`src/design/psfm_regs.vh`:
```
// register map, field positions, reset values and timing figures of the power stage fault manager
`ifndef PSFM_REGS_VH
`define PSFM_REGS_VH

`define PSFM_ADDR_W          4
`define PSFM_OFS_CTRL        4'h0
`define PSFM_OFS_STATUS      4'h4
`define PSFM_OFS_STRAP       4'h8

`define PSFM_CTRL_MODE_LSB   0
`define PSFM_CTRL_MODE_MSB   1
`define PSFM_CTRL_SOFT_BIT   2
`define PSFM_CTRL_RST        3'h4

`define PSFM_MODE_BRIDGE     2'h0
`define PSFM_MODE_SINGLE     2'h1
`define PSFM_MODE_PARALLEL   2'h2

`define PSFM_STRAP_22K       2'h0
`define PSFM_STRAP_33K       2'h1
`define PSFM_STRAP_47K       2'h2

`define PSFM_RESP_OKAY       2'h0
`define PSFM_RESP_SLVERR     2'h2

`define PSFM_CLK_NS          10
`define PSFM_OL_PERSIST_NS   2000
`define PSFM_RCH_PERIOD_NS   2600
`define PSFM_RCH_WIDTH_NS    30
`define PSFM_SOFT_EDGES      16

`endif

```
`src/design/psfm_fault_manager.v`:
```
// fault supervision, isolation and flag reporting of a four half-bridge power stage
`timescale 1ns/1ns
`include "psfm_regs.vh"

// Operation
// - all half-bridges stay off until both supply monitors report good levels
// - shutdown and warning flags are active-low open-drain, only pulled low
// - any fault that shuts outputs pulls the shutdown flag low
// - warning flag is pulled low while the temperature warning indication is set
// - flag pair encodes error, overload/undervoltage, warning, or normal operation
// - either pair reset low releases the shutdown flag regardless of faults
// - a detected fault immediately turns the affected stage off and pulls shutdown low
// - faults auto-recover except overload and overtemperature error, which latch
// - bridge and single-ended modes isolate an overload per pair; parallel mode turns off all on either pair's overload
// - bootstrap undervoltage turns off only its own half-bridge
// - bootstrap undervoltage runs repeated recharge pulses until charged
// - overcurrent first limits output current instead of shutting down
// - persistent overcurrent latches an overload shutdown of affected half-bridges
// - current limit and overload detection act separately for pair AB and pair CD
// - one external strap selects the overcurrent threshold
// - with soft start, outputs enable only after switching has begun
// - rising edge of either pair reset clears a latched overload
// - asserting either pair reset clears the latched overtemperature error
// - a pair reset held low forces that pair off
module psfm_fault_manager #(
  parameter OL_PERSIST_NS = `PSFM_OL_PERSIST_NS,
  parameter RCH_PERIOD_NS = `PSFM_RCH_PERIOD_NS,
  parameter RCH_WIDTH_NS  = `PSFM_RCH_WIDTH_NS,
  parameter SOFT_EDGES    = `PSFM_SOFT_EDGES
) (
  input  wire        clock,
  input  wire        sys_rst,
  input  wire [3:0]  s_axi_awaddr,
  input  wire        s_axi_awvalid,
  output wire        s_axi_awready,
  input  wire [31:0] s_axi_wdata,
  input  wire [3:0]  s_axi_wstrb,
  input  wire        s_axi_wvalid,
  output wire        s_axi_wready,
  output reg  [1:0]  s_axi_bresp,
  output reg         s_axi_bvalid,
  input  wire        s_axi_bready,
  input  wire [3:0]  s_axi_araddr,
  input  wire        s_axi_arvalid,
  output wire        s_axi_arready,
  output reg  [31:0] s_axi_rdata,
  output reg  [1:0]  s_axi_rresp,
  output reg         s_axi_rvalid,
  input  wire        s_axi_rready,
  input  wire [3:0]  pwmIn,
  input  wire        reset_pair_ab_n,
  input  wire        reset_pair_cd_n,
  input  wire        gate_drive_supply,
  input  wire        coreSupplyOk,
  input  wire [3:0]  bootstrap_undervoltage,
  input  wire [3:0]  overcurrent,
  input  wire        tempWarning,
  input  wire        tempError,
  input  wire [1:0]  current_threshold_strap,
  output reg  [3:0]  halfBridgeEnable,
  output reg  [3:0]  pwmOut,
  output reg  [3:0]  weakPulldown,
  output reg  [3:0]  bootstrapRecharge,
  output reg  [1:0]  currentLimit,
  output reg  [1:0]  ocThresholdSel,
  output wire        fault_shutdown_n_o,
  output reg         fault_shutdown_n_oe,
  output wire        overtemp_warning_n_o,
  output reg         overtemp_warning_n_oe
);

  localparam OL_CYCLES  = (OL_PERSIST_NS + `PSFM_CLK_NS - 1) / `PSFM_CLK_NS;
  localparam RCH_PERIOD = RCH_PERIOD_NS / `PSFM_CLK_NS;
  localparam RCH_WIDTH  = (RCH_WIDTH_NS + `PSFM_CLK_NS - 1) / `PSFM_CLK_NS;
  localparam SYNC_W     = 12;

  // true when the counter has reached the last count of a span
  function atLast;
    input [15:0] cnt;
    input [15:0] span;
    begin
      atLast = (cnt >= span - 16'h0001);
    end
  endfunction

  // ---------------- synchronisers
  reg  [SYNC_W-1:0] syncMeta_r;
  reg  [SYNC_W-1:0] syncOut_r;
  wire [SYNC_W-1:0] rawIn;
  assign rawIn = {tempError, tempWarning, overcurrent, bootstrap_undervoltage, coreSupplyOk, gate_drive_supply};

  always @(posedge clock) begin
    if (sys_rst) begin
      syncMeta_r <= {SYNC_W{1'b0}};
      syncOut_r  <= {SYNC_W{1'b0}};
    end else begin
      syncMeta_r <= rawIn;
      syncOut_r  <= syncMeta_r;
    end
  end

  wire       supplyLow = ~(syncOut_r[0] & syncOut_r[1]);
  wire [3:0] bstLow    = syncOut_r[5:2];
  wire [3:0] ocNow     = syncOut_r[9:6];
  wire       warnNow   = syncOut_r[10];
  wire       errNow    = syncOut_r[11];

  // ---------------- control register and strap
  reg  [2:0] ctrl_r;
  reg  [1:0] strap_r;
  reg        strapTaken_r;
  wire [1:0] mode     = ctrl_r[`PSFM_CTRL_MODE_MSB:`PSFM_CTRL_MODE_LSB];
  wire       softEn   = ctrl_r[`PSFM_CTRL_SOFT_BIT];
  wire       parallel = (mode == `PSFM_MODE_PARALLEL);

  // strap is caught once, at the first edge after reset release
  always @(posedge clock) begin
    if (sys_rst) begin
      strap_r      <= `PSFM_STRAP_22K;
      strapTaken_r <= 1'b0;
    end else if (!strapTaken_r) begin
      strap_r      <= current_threshold_strap;
      strapTaken_r <= 1'b1;
    end
  end

  // ---------------- reset pins, edges
  reg rstAbPrev_r;
  reg rstCdPrev_r;
  always @(posedge clock) begin
    if (sys_rst) begin
      // pins idle high, so a pin already high at release is no edge
      rstAbPrev_r <= 1'b1;
      rstCdPrev_r <= 1'b1;
    end else begin
      rstAbPrev_r <= reset_pair_ab_n;
      rstCdPrev_r <= reset_pair_cd_n;
    end
  end
  wire rstRise  = (reset_pair_ab_n & ~rstAbPrev_r) | (reset_pair_cd_n & ~rstCdPrev_r);
  wire anyRstLo = ~reset_pair_ab_n | ~reset_pair_cd_n;

  // ---------------- overload detection per pair
  reg  [15:0] olCntAb_r;
  reg  [15:0] olCntCd_r;
  reg         olpAb_r;
  reg         olpCd_r;
  reg         ote_r;
  wire        ocAb = ocNow[0] | ocNow[1];
  wire        ocCd = ocNow[2] | ocNow[3];
  wire        olSetAb = ocAb & atLast(olCntAb_r, OL_CYCLES[15:0]);
  wire        olSetCd = ocCd & atLast(olCntCd_r, OL_CYCLES[15:0]);

  always @(posedge clock) begin
    if (sys_rst) begin
      olCntAb_r <= 16'h0000;
      olCntCd_r <= 16'h0000;
      olpAb_r   <= 1'b0;
      olpCd_r   <= 1'b0;
      ote_r     <= 1'b0;
    end else begin
      olCntAb_r <= (ocAb && !olSetAb) ? olCntAb_r + 16'h0001 : 16'h0000;
      olCntCd_r <= (ocCd && !olSetCd) ? olCntCd_r + 16'h0001 : 16'h0000;
      // a new overload on the clearing edge still latches
      if (olSetAb)
        olpAb_r <= 1'b1;
      else if (rstRise)
        olpAb_r <= 1'b0;
      if (olSetCd)
        olpCd_r <= 1'b1;
      else if (rstRise)
        olpCd_r <= 1'b0;
      if (errNow)
        ote_r <= 1'b1;
      else if (anyRstLo)
        ote_r <= 1'b0;
    end
  end

  // ---------------- isolation map
  wire globalOff = supplyLow | ote_r;
  wire offAb     = parallel ? (olpAb_r | olpCd_r) : olpAb_r;
  wire offCd     = parallel ? (olpAb_r | olpCd_r) : olpCd_r;
  wire pairOnAb  = reset_pair_ab_n & ~globalOff & ~offAb;
  wire pairOnCd  = reset_pair_cd_n & ~globalOff & ~offCd;

  // ---------------- soft start: count switching edges before enabling
  reg  [3:0]  pwmPrev_r;
  reg  [15:0] softAb_r;
  reg  [15:0] softCd_r;
  wire [3:0]  pwmRise = pwmIn & ~pwmPrev_r;
  wire        softDoneAb = ~softEn | (softAb_r >= SOFT_EDGES[15:0]);
  wire        softDoneCd = ~softEn | (softCd_r >= SOFT_EDGES[15:0]);

  always @(posedge clock) begin
    if (sys_rst) begin
      pwmPrev_r <= 4'h0;
      softAb_r  <= 16'h0000;
      softCd_r  <= 16'h0000;
    end else begin
      pwmPrev_r <= pwmIn;
      if (!pairOnAb)
        softAb_r <= 16'h0000;
      else if (pwmRise[0] && !softDoneAb)
        softAb_r <= softAb_r + 16'h0001;
      if (!pairOnCd)
        softCd_r <= 16'h0000;
      else if (pwmRise[2] && !softDoneCd)
        softCd_r <= softCd_r + 16'h0001;
    end
  end

  // ---------------- bootstrap recharge timer
  reg  [15:0] rchCnt_r;
  wire        rchPulse = (rchCnt_r < RCH_WIDTH[15:0]);
  always @(posedge clock) begin
    if (sys_rst)
      rchCnt_r <= 16'h0000;
    else if (atLast(rchCnt_r, RCH_PERIOD[15:0]))
      rchCnt_r <= 16'h0000;
    else
      rchCnt_r <= rchCnt_r + 16'h0001;
  end

  // ---------------- power stage outputs
  wire [3:0] pairOn   = {pairOnCd, pairOnCd, pairOnAb, pairOnAb};
  wire [3:0] softDone = {softDoneCd, softDoneCd, softDoneAb, softDoneAb};
  wire [3:0] limitHb  = {ocCd, ocCd, ocAb, ocAb};
  wire [3:0] halfOn   = pairOn & softDone & ~bstLow;
  wire       pdMode   = (mode != `PSFM_MODE_SINGLE);
  wire       anyFault = supplyLow | ote_r | olpAb_r | olpCd_r | (|bstLow);

  always @(posedge clock) begin
    if (sys_rst) begin
      halfBridgeEnable      <= 4'h0;
      pwmOut                <= 4'h0;
      weakPulldown          <= 4'h0;
      bootstrapRecharge     <= 4'h0;
      currentLimit          <= 2'h0;
      ocThresholdSel        <= `PSFM_STRAP_22K;
      fault_shutdown_n_oe   <= 1'b0;
      overtemp_warning_n_oe <= 1'b0;
    end else begin
      halfBridgeEnable      <= halfOn;
      // limiting cuts the high-side pulse short instead of tripping the stage
      pwmOut                <= pwmIn & halfOn & ~limitHb;
      weakPulldown          <= {{2{~reset_pair_cd_n & pdMode}}, {2{~reset_pair_ab_n & pdMode}}};
      bootstrapRecharge     <= bstLow & pairOn & {4{rchPulse}};
      currentLimit          <= {ocCd, ocAb};
      ocThresholdSel        <= strap_r;
      fault_shutdown_n_oe   <= anyFault & ~anyRstLo;
      overtemp_warning_n_oe <= warnNow | ote_r;
    end
  end

  assign fault_shutdown_n_o   = 1'b0;
  assign overtemp_warning_n_o = 1'b0;

  // ---------------- AXI4-Lite slave
  reg        awHave_r;
  reg        wHave_r;
  reg [3:0]  awAddr_r;
  reg [31:0] wData_r;
  reg [3:0]  wStrb_r;

  assign s_axi_awready = ~awHave_r & ~s_axi_bvalid;
  assign s_axi_wready  = ~wHave_r & ~s_axi_bvalid;
  assign s_axi_arready = ~s_axi_rvalid;

  wire       awNow   = s_axi_awvalid & s_axi_awready;
  wire       wNow    = s_axi_wvalid & s_axi_wready;
  wire       awOk    = awHave_r | awNow;
  wire       wOk     = wHave_r | wNow;
  wire [3:0] wrAddr  = awHave_r ? awAddr_r : s_axi_awaddr;
  wire [31:0] wrData = wHave_r ? wData_r : s_axi_wdata;
  wire [3:0] wrStrb  = wHave_r ? wStrb_r : s_axi_wstrb;
  wire       doWrite = awOk & wOk & ~s_axi_bvalid;

  always @(posedge clock) begin
    if (sys_rst) begin
      awHave_r     <= 1'b0;
      wHave_r      <= 1'b0;
      awAddr_r     <= 4'h0;
      wData_r      <= 32'h00000000;
      wStrb_r      <= 4'h0;
      s_axi_bvalid <= 1'b0;
      s_axi_bresp  <= `PSFM_RESP_OKAY;
      ctrl_r       <= `PSFM_CTRL_RST;
    end else begin
      if (doWrite) begin
        awHave_r     <= 1'b0;
        wHave_r      <= 1'b0;
        s_axi_bvalid <= 1'b1;
        if (wrAddr == `PSFM_OFS_CTRL) begin
          s_axi_bresp <= `PSFM_RESP_OKAY;
          if (wrStrb[0])
            ctrl_r <= wrData[2:0];
        end else if (wrAddr == `PSFM_OFS_STATUS || wrAddr == `PSFM_OFS_STRAP) begin
          s_axi_bresp <= `PSFM_RESP_OKAY;
        end else begin
          s_axi_bresp <= `PSFM_RESP_SLVERR;
        end
      end else begin
        if (awNow) begin
          awHave_r <= 1'b1;
          awAddr_r <= s_axi_awaddr;
        end
        if (wNow) begin
          wHave_r <= 1'b1;
          wData_r <= s_axi_wdata;
          wStrb_r <= s_axi_wstrb;
        end
        if (s_axi_bvalid && s_axi_bready)
          s_axi_bvalid <= 1'b0;
      end
    end
  end

  wire [31:0] statusWord = {14'h0000, ocThresholdSel, ocNow, bstLow, currentLimit,
                            olpCd_r, olpAb_r, warnNow, ote_r, supplyLow, fault_shutdown_n_oe};

  always @(posedge clock) begin
    if (sys_rst) begin
      s_axi_rvalid <= 1'b0;
      s_axi_rdata  <= 32'h00000000;
      s_axi_rresp  <= `PSFM_RESP_OKAY;
    end else if (s_axi_arvalid && s_axi_arready) begin
      s_axi_rvalid <= 1'b1;
      s_axi_rresp  <= `PSFM_RESP_OKAY;
      case (s_axi_araddr)
        `PSFM_OFS_CTRL:   s_axi_rdata <= {29'h00000000, ctrl_r};
        `PSFM_OFS_STATUS: s_axi_rdata <= statusWord;
        `PSFM_OFS_STRAP:  s_axi_rdata <= {30'h00000000, strap_r};
        default: begin
          s_axi_rdata <= 32'h00000000;
          s_axi_rresp <= `PSFM_RESP_SLVERR;
        end
      endcase
    end else if (s_axi_rvalid && s_axi_rready) begin
      s_axi_rvalid <= 1'b0;
    end
  end

endmodule // psfm_fault_manager

```
`config.mk`:
```
export PLATFORM = sky130hd
export DESIGN_NAME = psfm_fault_manager
export DESIGN_NICKNAME = d
export VERILOG_FILES = /design/src/design/psfm_fault_manager.v
export VERILOG_INCLUDE_DIRS = /design/src /design/src/design
export SDC_FILE = /design/constraint.sdc
export NUM_CORES = 1
export LEC_CHECK = 0
export BUFFER_PORTS_ARGS = -buffer_cell sky130_fd_sc_hd__buf_2
export CAP_MARGIN = 20
export CORE_MARGIN = 1
export CORE_UTILIZATION = 57
export DETAILED_ROUTE_END_ITERATION = 8
export PLACE_DENSITY = 0.87
export SYNTH_ARGS = -nofsm -noshare
export SYNTH_HDL_FRONTEND = slang
export SYNTH_SLANG_ARGS = --single-unit
```
`constraint.sdc`:
```
create_clock -name clock -period 3.28 [get_ports clock]
set_input_delay 0.492 -clock clock [delete_from_list [all_inputs] [get_ports clock]]
set_output_delay 0.492 -clock clock [all_outputs]
set_load 0.05 [all_outputs]
```
# Word-level counts from Yosys, hierarchy flattened

Cells that the tools add are included.

Register bits: 187
Bits of input ports: 71
Output and inout port bits: 65
Word-level logic and storage cells: 161

Add/sub/neg operators: 5
Magnitude comparators: 6
Equality and inequality tests: 6
Mux-type cells: 19
Bitwise operators: 61
Reductions and logical operators: 30

Operators by type and width:

| cell                                                                          | count |
|---|---|
| 16-bit by 1-bit adder with 16-bit output, second input constant               | 5 |
| 18-bit one-hot mux with 3 select lines                                        | 1 |
| 16-bit by 5-bit >= comparator with 1-bit output, second input constant        | 2 |
| 16-bit by 8-bit >= comparator with 1-bit output, second input constant        | 2 |
| 4-bit bitwise AND                                                             | 6 |
| 1-bit NOT                                                                     | 19 |
| 1-bit bitwise AND                                                             | 18 |
| 16-bit by 9-bit >= comparator with 1-bit output, second input constant        | 1 |
| 16-bit by 2-bit less-than comparator with 1-bit output, second input constant | 1 |
| 1-bit OR                                                                      | 14 |
| 1-bit 2-to-1 mux                                                              | 13 |
| 2-bit OR reduction                                                            | 6 |
| 2-bit nonzero test                                                            | 5 |
| 4-bit by 3-bit == test with 1-bit output, second input constant               | 2 |
| 4-bit == test, second input constant                                          | 2 |
| 4-bit logical NOT                                                             | 2 |
| 4-bit NOT                                                                     | 2 |
| 1-bit logical AND                                                             | 7 |
| 2-bit 2-to-1 mux                                                              | 3 |
| 1-bit logical NOT                                                             | 4 |
| 4-bit 2-to-1 mux                                                              | 1 |
| 2-bit AND reduction                                                           | 2 |
| 4-bit OR reduction                                                            | 1 |
| 3-bit bitwise AND                                                             | 1 |
| other kinds (7)                                                               | 7 |

# Logic depth before layout (Yosys ltp)

Word-level depth: 10
Gate-level depth with buffers: 6
Mapped depth without buffers: 5

# Least setup slack after synthesis

OpenSTA, ideal clock, no wires.

Path type: register to output
Start: register s_axi_bvalid
End: output s_axi_awready
Arrival: 1.215 ns
Required time: 2.788 ns
Slack: 1.573 ns
Stages on the path, launching flop included: 2
Buffers on the path: 0
Cells stage by stage: dfxtp_1 nor2_1

Longest elaborated chain between the ends: 2

Ends and longest elaborated chain:

| what                   | line                     | text |
|---|---|---|
| start, declared        | psfm_fault_manager.v:41  | `output reg s_axi_bvalid,` |
| start signal, assigned | psfm_fault_manager.v:286 | `s_axi_bvalid <= 1'b0;` |
| start signal, assigned | psfm_fault_manager.v:293 | `s_axi_bvalid <= 1'b1;` |
| start signal, assigned | psfm_fault_manager.v:314 | `s_axi_bvalid <= 1'b0;` |
| 1-bit NOT              | psfm_fault_manager.v:266 | `assign s_axi_awready = ~awHave_r & ~s_axi_bvalid;` |
| 1-bit bitwise AND      | psfm_fault_manager.v:266 |  |
| end, declared          | psfm_fault_manager.v:35  | `output wire s_axi_awready,` |

No other way between the ends.

# Final worst setup path

Start: register olCntAb_r[0]
End: register olCntAb_r[6]

Longest elaborated chain between the ends: 6
Elaborated cells between the ends (all ways): 7
Classes of those cells: add/sub (1); order compare (1); bitwise (2); reduce/logical (3)

Ends and longest elaborated chain:

| what                                            | line                     | text |
|---|---|---|
| start, declared                                 | psfm_fault_manager.v:144 | `reg [15:0] olCntAb_r;` |
| start signal, assigned                          | psfm_fault_manager.v:162 | `olCntAb_r <= (ocAb && !olSetAb) ? olCntAb_r + 16'h0001 : 16'h0000;` |
| 16-bit by 8-bit >= comparator with 1-bit output | psfm_fault_manager.v:82  | `atLast = (cnt >= span - 16'h0001);` |
| 1-bit bitwise AND                               | psfm_fault_manager.v:151 | `wire olSetAb = ocAb & atLast(olCntAb_r, OL_CYCLES[15:0]);` |
| 1-bit logical NOT                               | psfm_fault_manager.v:162 |  |
| 1-bit logical AND                               | psfm_fault_manager.v:162 |  |
| 1-bit NOT (no source line)                      | --                       |  |
| 2-bit OR reduction (no source line)             | --                       |  |

Parallel ways exist; a longest one is shown, timed or not.
A chain may end at the register's enable or synchronous reset.

==> flow_metrics.py <==
metrics = {
    "timing": {
        "finalSetupViolCount": 0,
        "post-route-min-period_ns": 2.08,
        "final.setup_skew_ns": 0.00972,
        "hold_viol_final": 0,
        "final_max_slew_viol_count": 0,
        "worst_pin_slew_ns": 0.756,
        "total_negative_setup_slack_ns": 0,
        "finalCritPeriodShare_pct": 63.3,
        "rsz0062_at_grt": "no",
        "hold-worst-slack_ns": 0.166,
        "maxSlewHeadroom_pct": 49.6,
        "max_clock_freq_mhz": 481,
    },
    "route": {
        "starting_drc_count_in_detailed_routing": 144,
        "wl_per_cell_um": 14.5,
        "routed_via_density": 5.17,
        "detailed_routing_iteration_count_for_the_pre_antenna_repair_pass": 4,
        "drt.antenna.violating_nets": 0,
        "drt-total-wl_mm": 11.8,
        "via_count_of_the_routed_design": 4189,
        "route.detailed.drc": 0,
    },
    "critical_path": {
        "critical_path.cell_chain": "ha_1, a2111oi_0, o211ai_1, or3_1, nor2_1",
        "cpMaxStageDelayCell": "sky130_fd_sc_hd__a2111oi_0",
        "kind_of_cell_with_the_highest_combined_delay_on_the_critical_path": "compound AO/OA/AOI/OAI gates",
        "critical-path-max-stage-delay_ns": 0.56,
        "worstReg2RegStart": "olCntAb_r[0]",
        "critical_path.startpoint_type": "flip-flop",
        "worstPathBufferInverterCount": 0,
        "crit_arrival_ns": 2.53,
        "critPathKind": "reg -> reg",
        "number_of_cells_traversed_by_the_worst_register_to_register_path": 5,
        "worst_setup_ep_type": "flip-flop",
        "worst_reg2reg_path_endpoint": "olCntAb_r[6]",
        "worst_ep_required_time_ns": 3.74,
        "reg2reg_slack_ns": 1.20,
        "critical_path_peak_fanout": 8,
    },
    "logic_synthesis": {
        "synth_enable_flop_cells": 0,
        "netlist_area_before_placement_um2": 5820,
        "yosys_warnings": 0,
        "synthesis.area_per_instance_um2": 10.4,
        "synth_top_area_share_pct": 58.2,
        "post_synthesis_sequential_area_ratio_pct": 58.2,
        "synth_seq_cells": 169,
        "postSynthCellCount": 559,
        "synth_top_area_cell": "sky130_fd_sc_hd__dfxtp_1",
        "dominantRegCellSynth": "sky130_fd_sc_hd__dfxtp_1",
        "synthArstFlopShare_pct": 0,
        "synth.distinct_cells": 56,
        "synthTopCellsByArea": "sky130_fd_sc_hd__dfxtp_1 (58%), sky130_fd_sc_hd__nor2_1 (4.8%), sky130_fd_sc_hd__nor2b_1 (3.1%)",
    },
    "power_and_ir_drop": {
        "p_leak_nw": 3.04,
        "max-vdd-ir-drop_uv": 389,
        "fin_total_pwr_w": 0.00445,
        "cellPowerDensity_nw_per_um2": 638,
    },
    "global_route": {
        "grt-busiest-layer": "met2",
        "met1_usage_pct": 25.1,
        "number_of_antenna_violations_at_the_first_check_in_global_routing": 0,
        "first_pass_grt_wire_length_mm": 18.4,
        "grt_pass1_vias": 4006,
        "met3_usage_pct": 6.71,
        "global_route.usage.met2_pct": 40.9,
        "grt_max_degree": 76,
        "grtUsageTotal_pct": 23.2,
        "grt.overflow.total": 0,
    },
    "floorplanning": {
        "placementRows": 36,
        "die_w_um": 103,
        "core_region_area_um2": 9820,
        "chipHeight_um": 103,
        "num_ports": 136,
        "fp.dieArea_um2": 10600,
        "floorplan.initialDensity_pct": 59.3,
    },
    "worst_hold_path": {
        "worst_hold_path.num_cells": 2,
        "min_path_type": "in -> reg",
        "hold_path_startpoint": "tempError",
        "hold_path_sink": "syncMeta_r[11]",
    },
    "outcome": {
        "outcome": "complete, no violations",
    },
    "cts": {
        "cts_htree_levels": 4,
        "numCtsBuffers": 17,
        "cts.sink_count": 169,
        "cts.repair_timing.setup_buffer_count": 0,
        "postCtsHoldBufs": 0,
        "clock-root-buffer": "sky130_fd_sc_hd__clkbuf_8",
        "clockBufferDepth": 2,
        "clock_tree_from_tritoncts": "built",
        "clk_transition_reported_paths_ns": 0.07,
        "clock_latency_ns": 0.53,
        "cts_repair_resize_count": 0,
    },
    "finish": {
        "layout_common_cells": "sky130_fd_sc_hd__dfxtp_1 (169), sky130_fd_sc_hd__buf_2 (85), sky130_fd_sc_hd__nor2_1 (75)",
        "area_growth_pct": 19.8,
        "final_net_count": 745,
        "final.fill_count": 680,
        "footprint_of_the_multi_input_gates_um2": 2300,
        "antenna_cells": 0,
        "layout.cells.most_common": "sky130_fd_sc_hd__dfxtp_1",
        "post_route_cells_drive_above_1_share_pct": 19.2,
        "layout.area.seq_um2": 3380,
        "fin_cells": 811,
    },
    "placement": {
        "place_congestion": 0.781,
        "io_buffer_count": 85,
        "place_hpwl_mm": 7.56,
        "placed_instances": 780,
    },
    "flow_run": {
        "max_cap_violations": 0,
    },
}
## flip-flops by register name (all words and copies together), names as in the netlist, 3 cells and up
| name | cells |
|---|---|
| awAddr_r | 4 |
| bootstrapRecharge | 4 |
| ctrl_r | 3 |
| halfBridgeEnable | 4 |
| olCntAb_r | 16 |
| olCntCd_r | 16 |
| pwmOut | 4 |
| rchCnt_r | 16 |
| s_axi_rdata | 18 |
| softAb_r | 16 |
| softCd_r | 16 |
| syncMeta_r | 12 |
| syncOut_r | 12 |
| wData_r | 3 |
## cell usage after synthesis, types with 13 or more instances
| cell | count |
|---|---|
| sky130_fd_sc_hd__dfxtp_1 | 169 |
| sky130_fd_sc_hd__nor2_1 | 75 |
| sky130_fd_sc_hd__nor2b_1 | 29 |
| sky130_fd_sc_hd__and2_1 | 24 |
| sky130_fd_sc_hd__buf_4 | 20 |
| sky130_fd_sc_hd__clkbuf_1 | 17 |
| sky130_fd_sc_hd__inv_1 | 17 |
| sky130_fd_sc_hd__nor3_1 | 17 |
| sky130_fd_sc_hd__a22oi_1 | 16 |
| sky130_fd_sc_hd__mux2i_1 | 16 |
| sky130_fd_sc_hd__nand3_1 | 15 |
| sky130_fd_sc_hd__and3_1 | 13 |
| sky130_fd_sc_hd__nand2_1 | 13 |
## kinds of logic after synthesis
logic type	count (synthesis)	share of synthesized area (%)
AND/OR/NAND/NOR	229	21.5
flip-flops	169	58.2
AO/OA/AOI/OAI	60	7.83
buffers and inverters	56	4.92
XOR/XNOR	19	2.86
multiplexers	18	3.14
adder cells (fa/ha/maj)	7	1.51
other	1	0.0645
## power by group
group          switching (W)  leakage, nW  internal [W]
Sequential         0.0000372         1.38       0.00211
Clock               0.000778        0.292       0.00125
Combinational       0.000195         1.36     0.0000808
Total                0.00101         3.04       0.00344
## worst reg2reg max path: cells and delay by family, from the launching register on
kind	cells	cell delay (ns)
simple gates	2	0.63
fa+ha+maj	1	0.26
flops	1	0.33
compound gates	2	0.78
## how the worst max path moves through the flow
stage	startpoint	to	depth (start not counted)
floorplan	s_axi_bvalid	s_axi_awready	1
global placement	s_axi_araddr[1]	s_axi_rdata[11]	5
detailed placement	s_axi_araddr[1]	s_axi_rdata[4]	5
CTS	olCntAb_r[0]	olCntAb_r[6]	5
global route	olCntAb_r[0]	olCntAb_r[6]	5
finish	olCntAb_r[0]	olCntAb_r[6]	5
## area by class of cell
cell class | count | area share, %
repair buffers | 88 | 6.48
clock buffers | 18 | 6.14
inverters | 17 | 0.916
clock inverters | 12 | 2.53
well taps | 133 | 2.39
flip-flops and latches | 169 | 48.6
multi-input cells | 374 | 33.0
## layer usage
metal  vias to the layer above  routed length [um]  share of wire, %
li1                       2064                   -                 -
met1                      1952                5030                43
met2                       139                5740                49
met3                        34                 586               5.0
met4                         0                 404               3.4
met5                         -                   0                 0
## per-stage QoR
step / utilization [%] / setup slack [ns] / cell area [um2]
global placement: 64.7 / 1.11 / 6350
global route: 71.0 / 0.987 / 6970
floorplan: - / 1.57 / 5970
detailed placement: 64.7 / 1.04 / 6350
finish: 71.0 / 1.20 / 6970
CTS: 70.8 / 1.20 / 6960
Note: power is estimated with default switching activity, not from simulation.
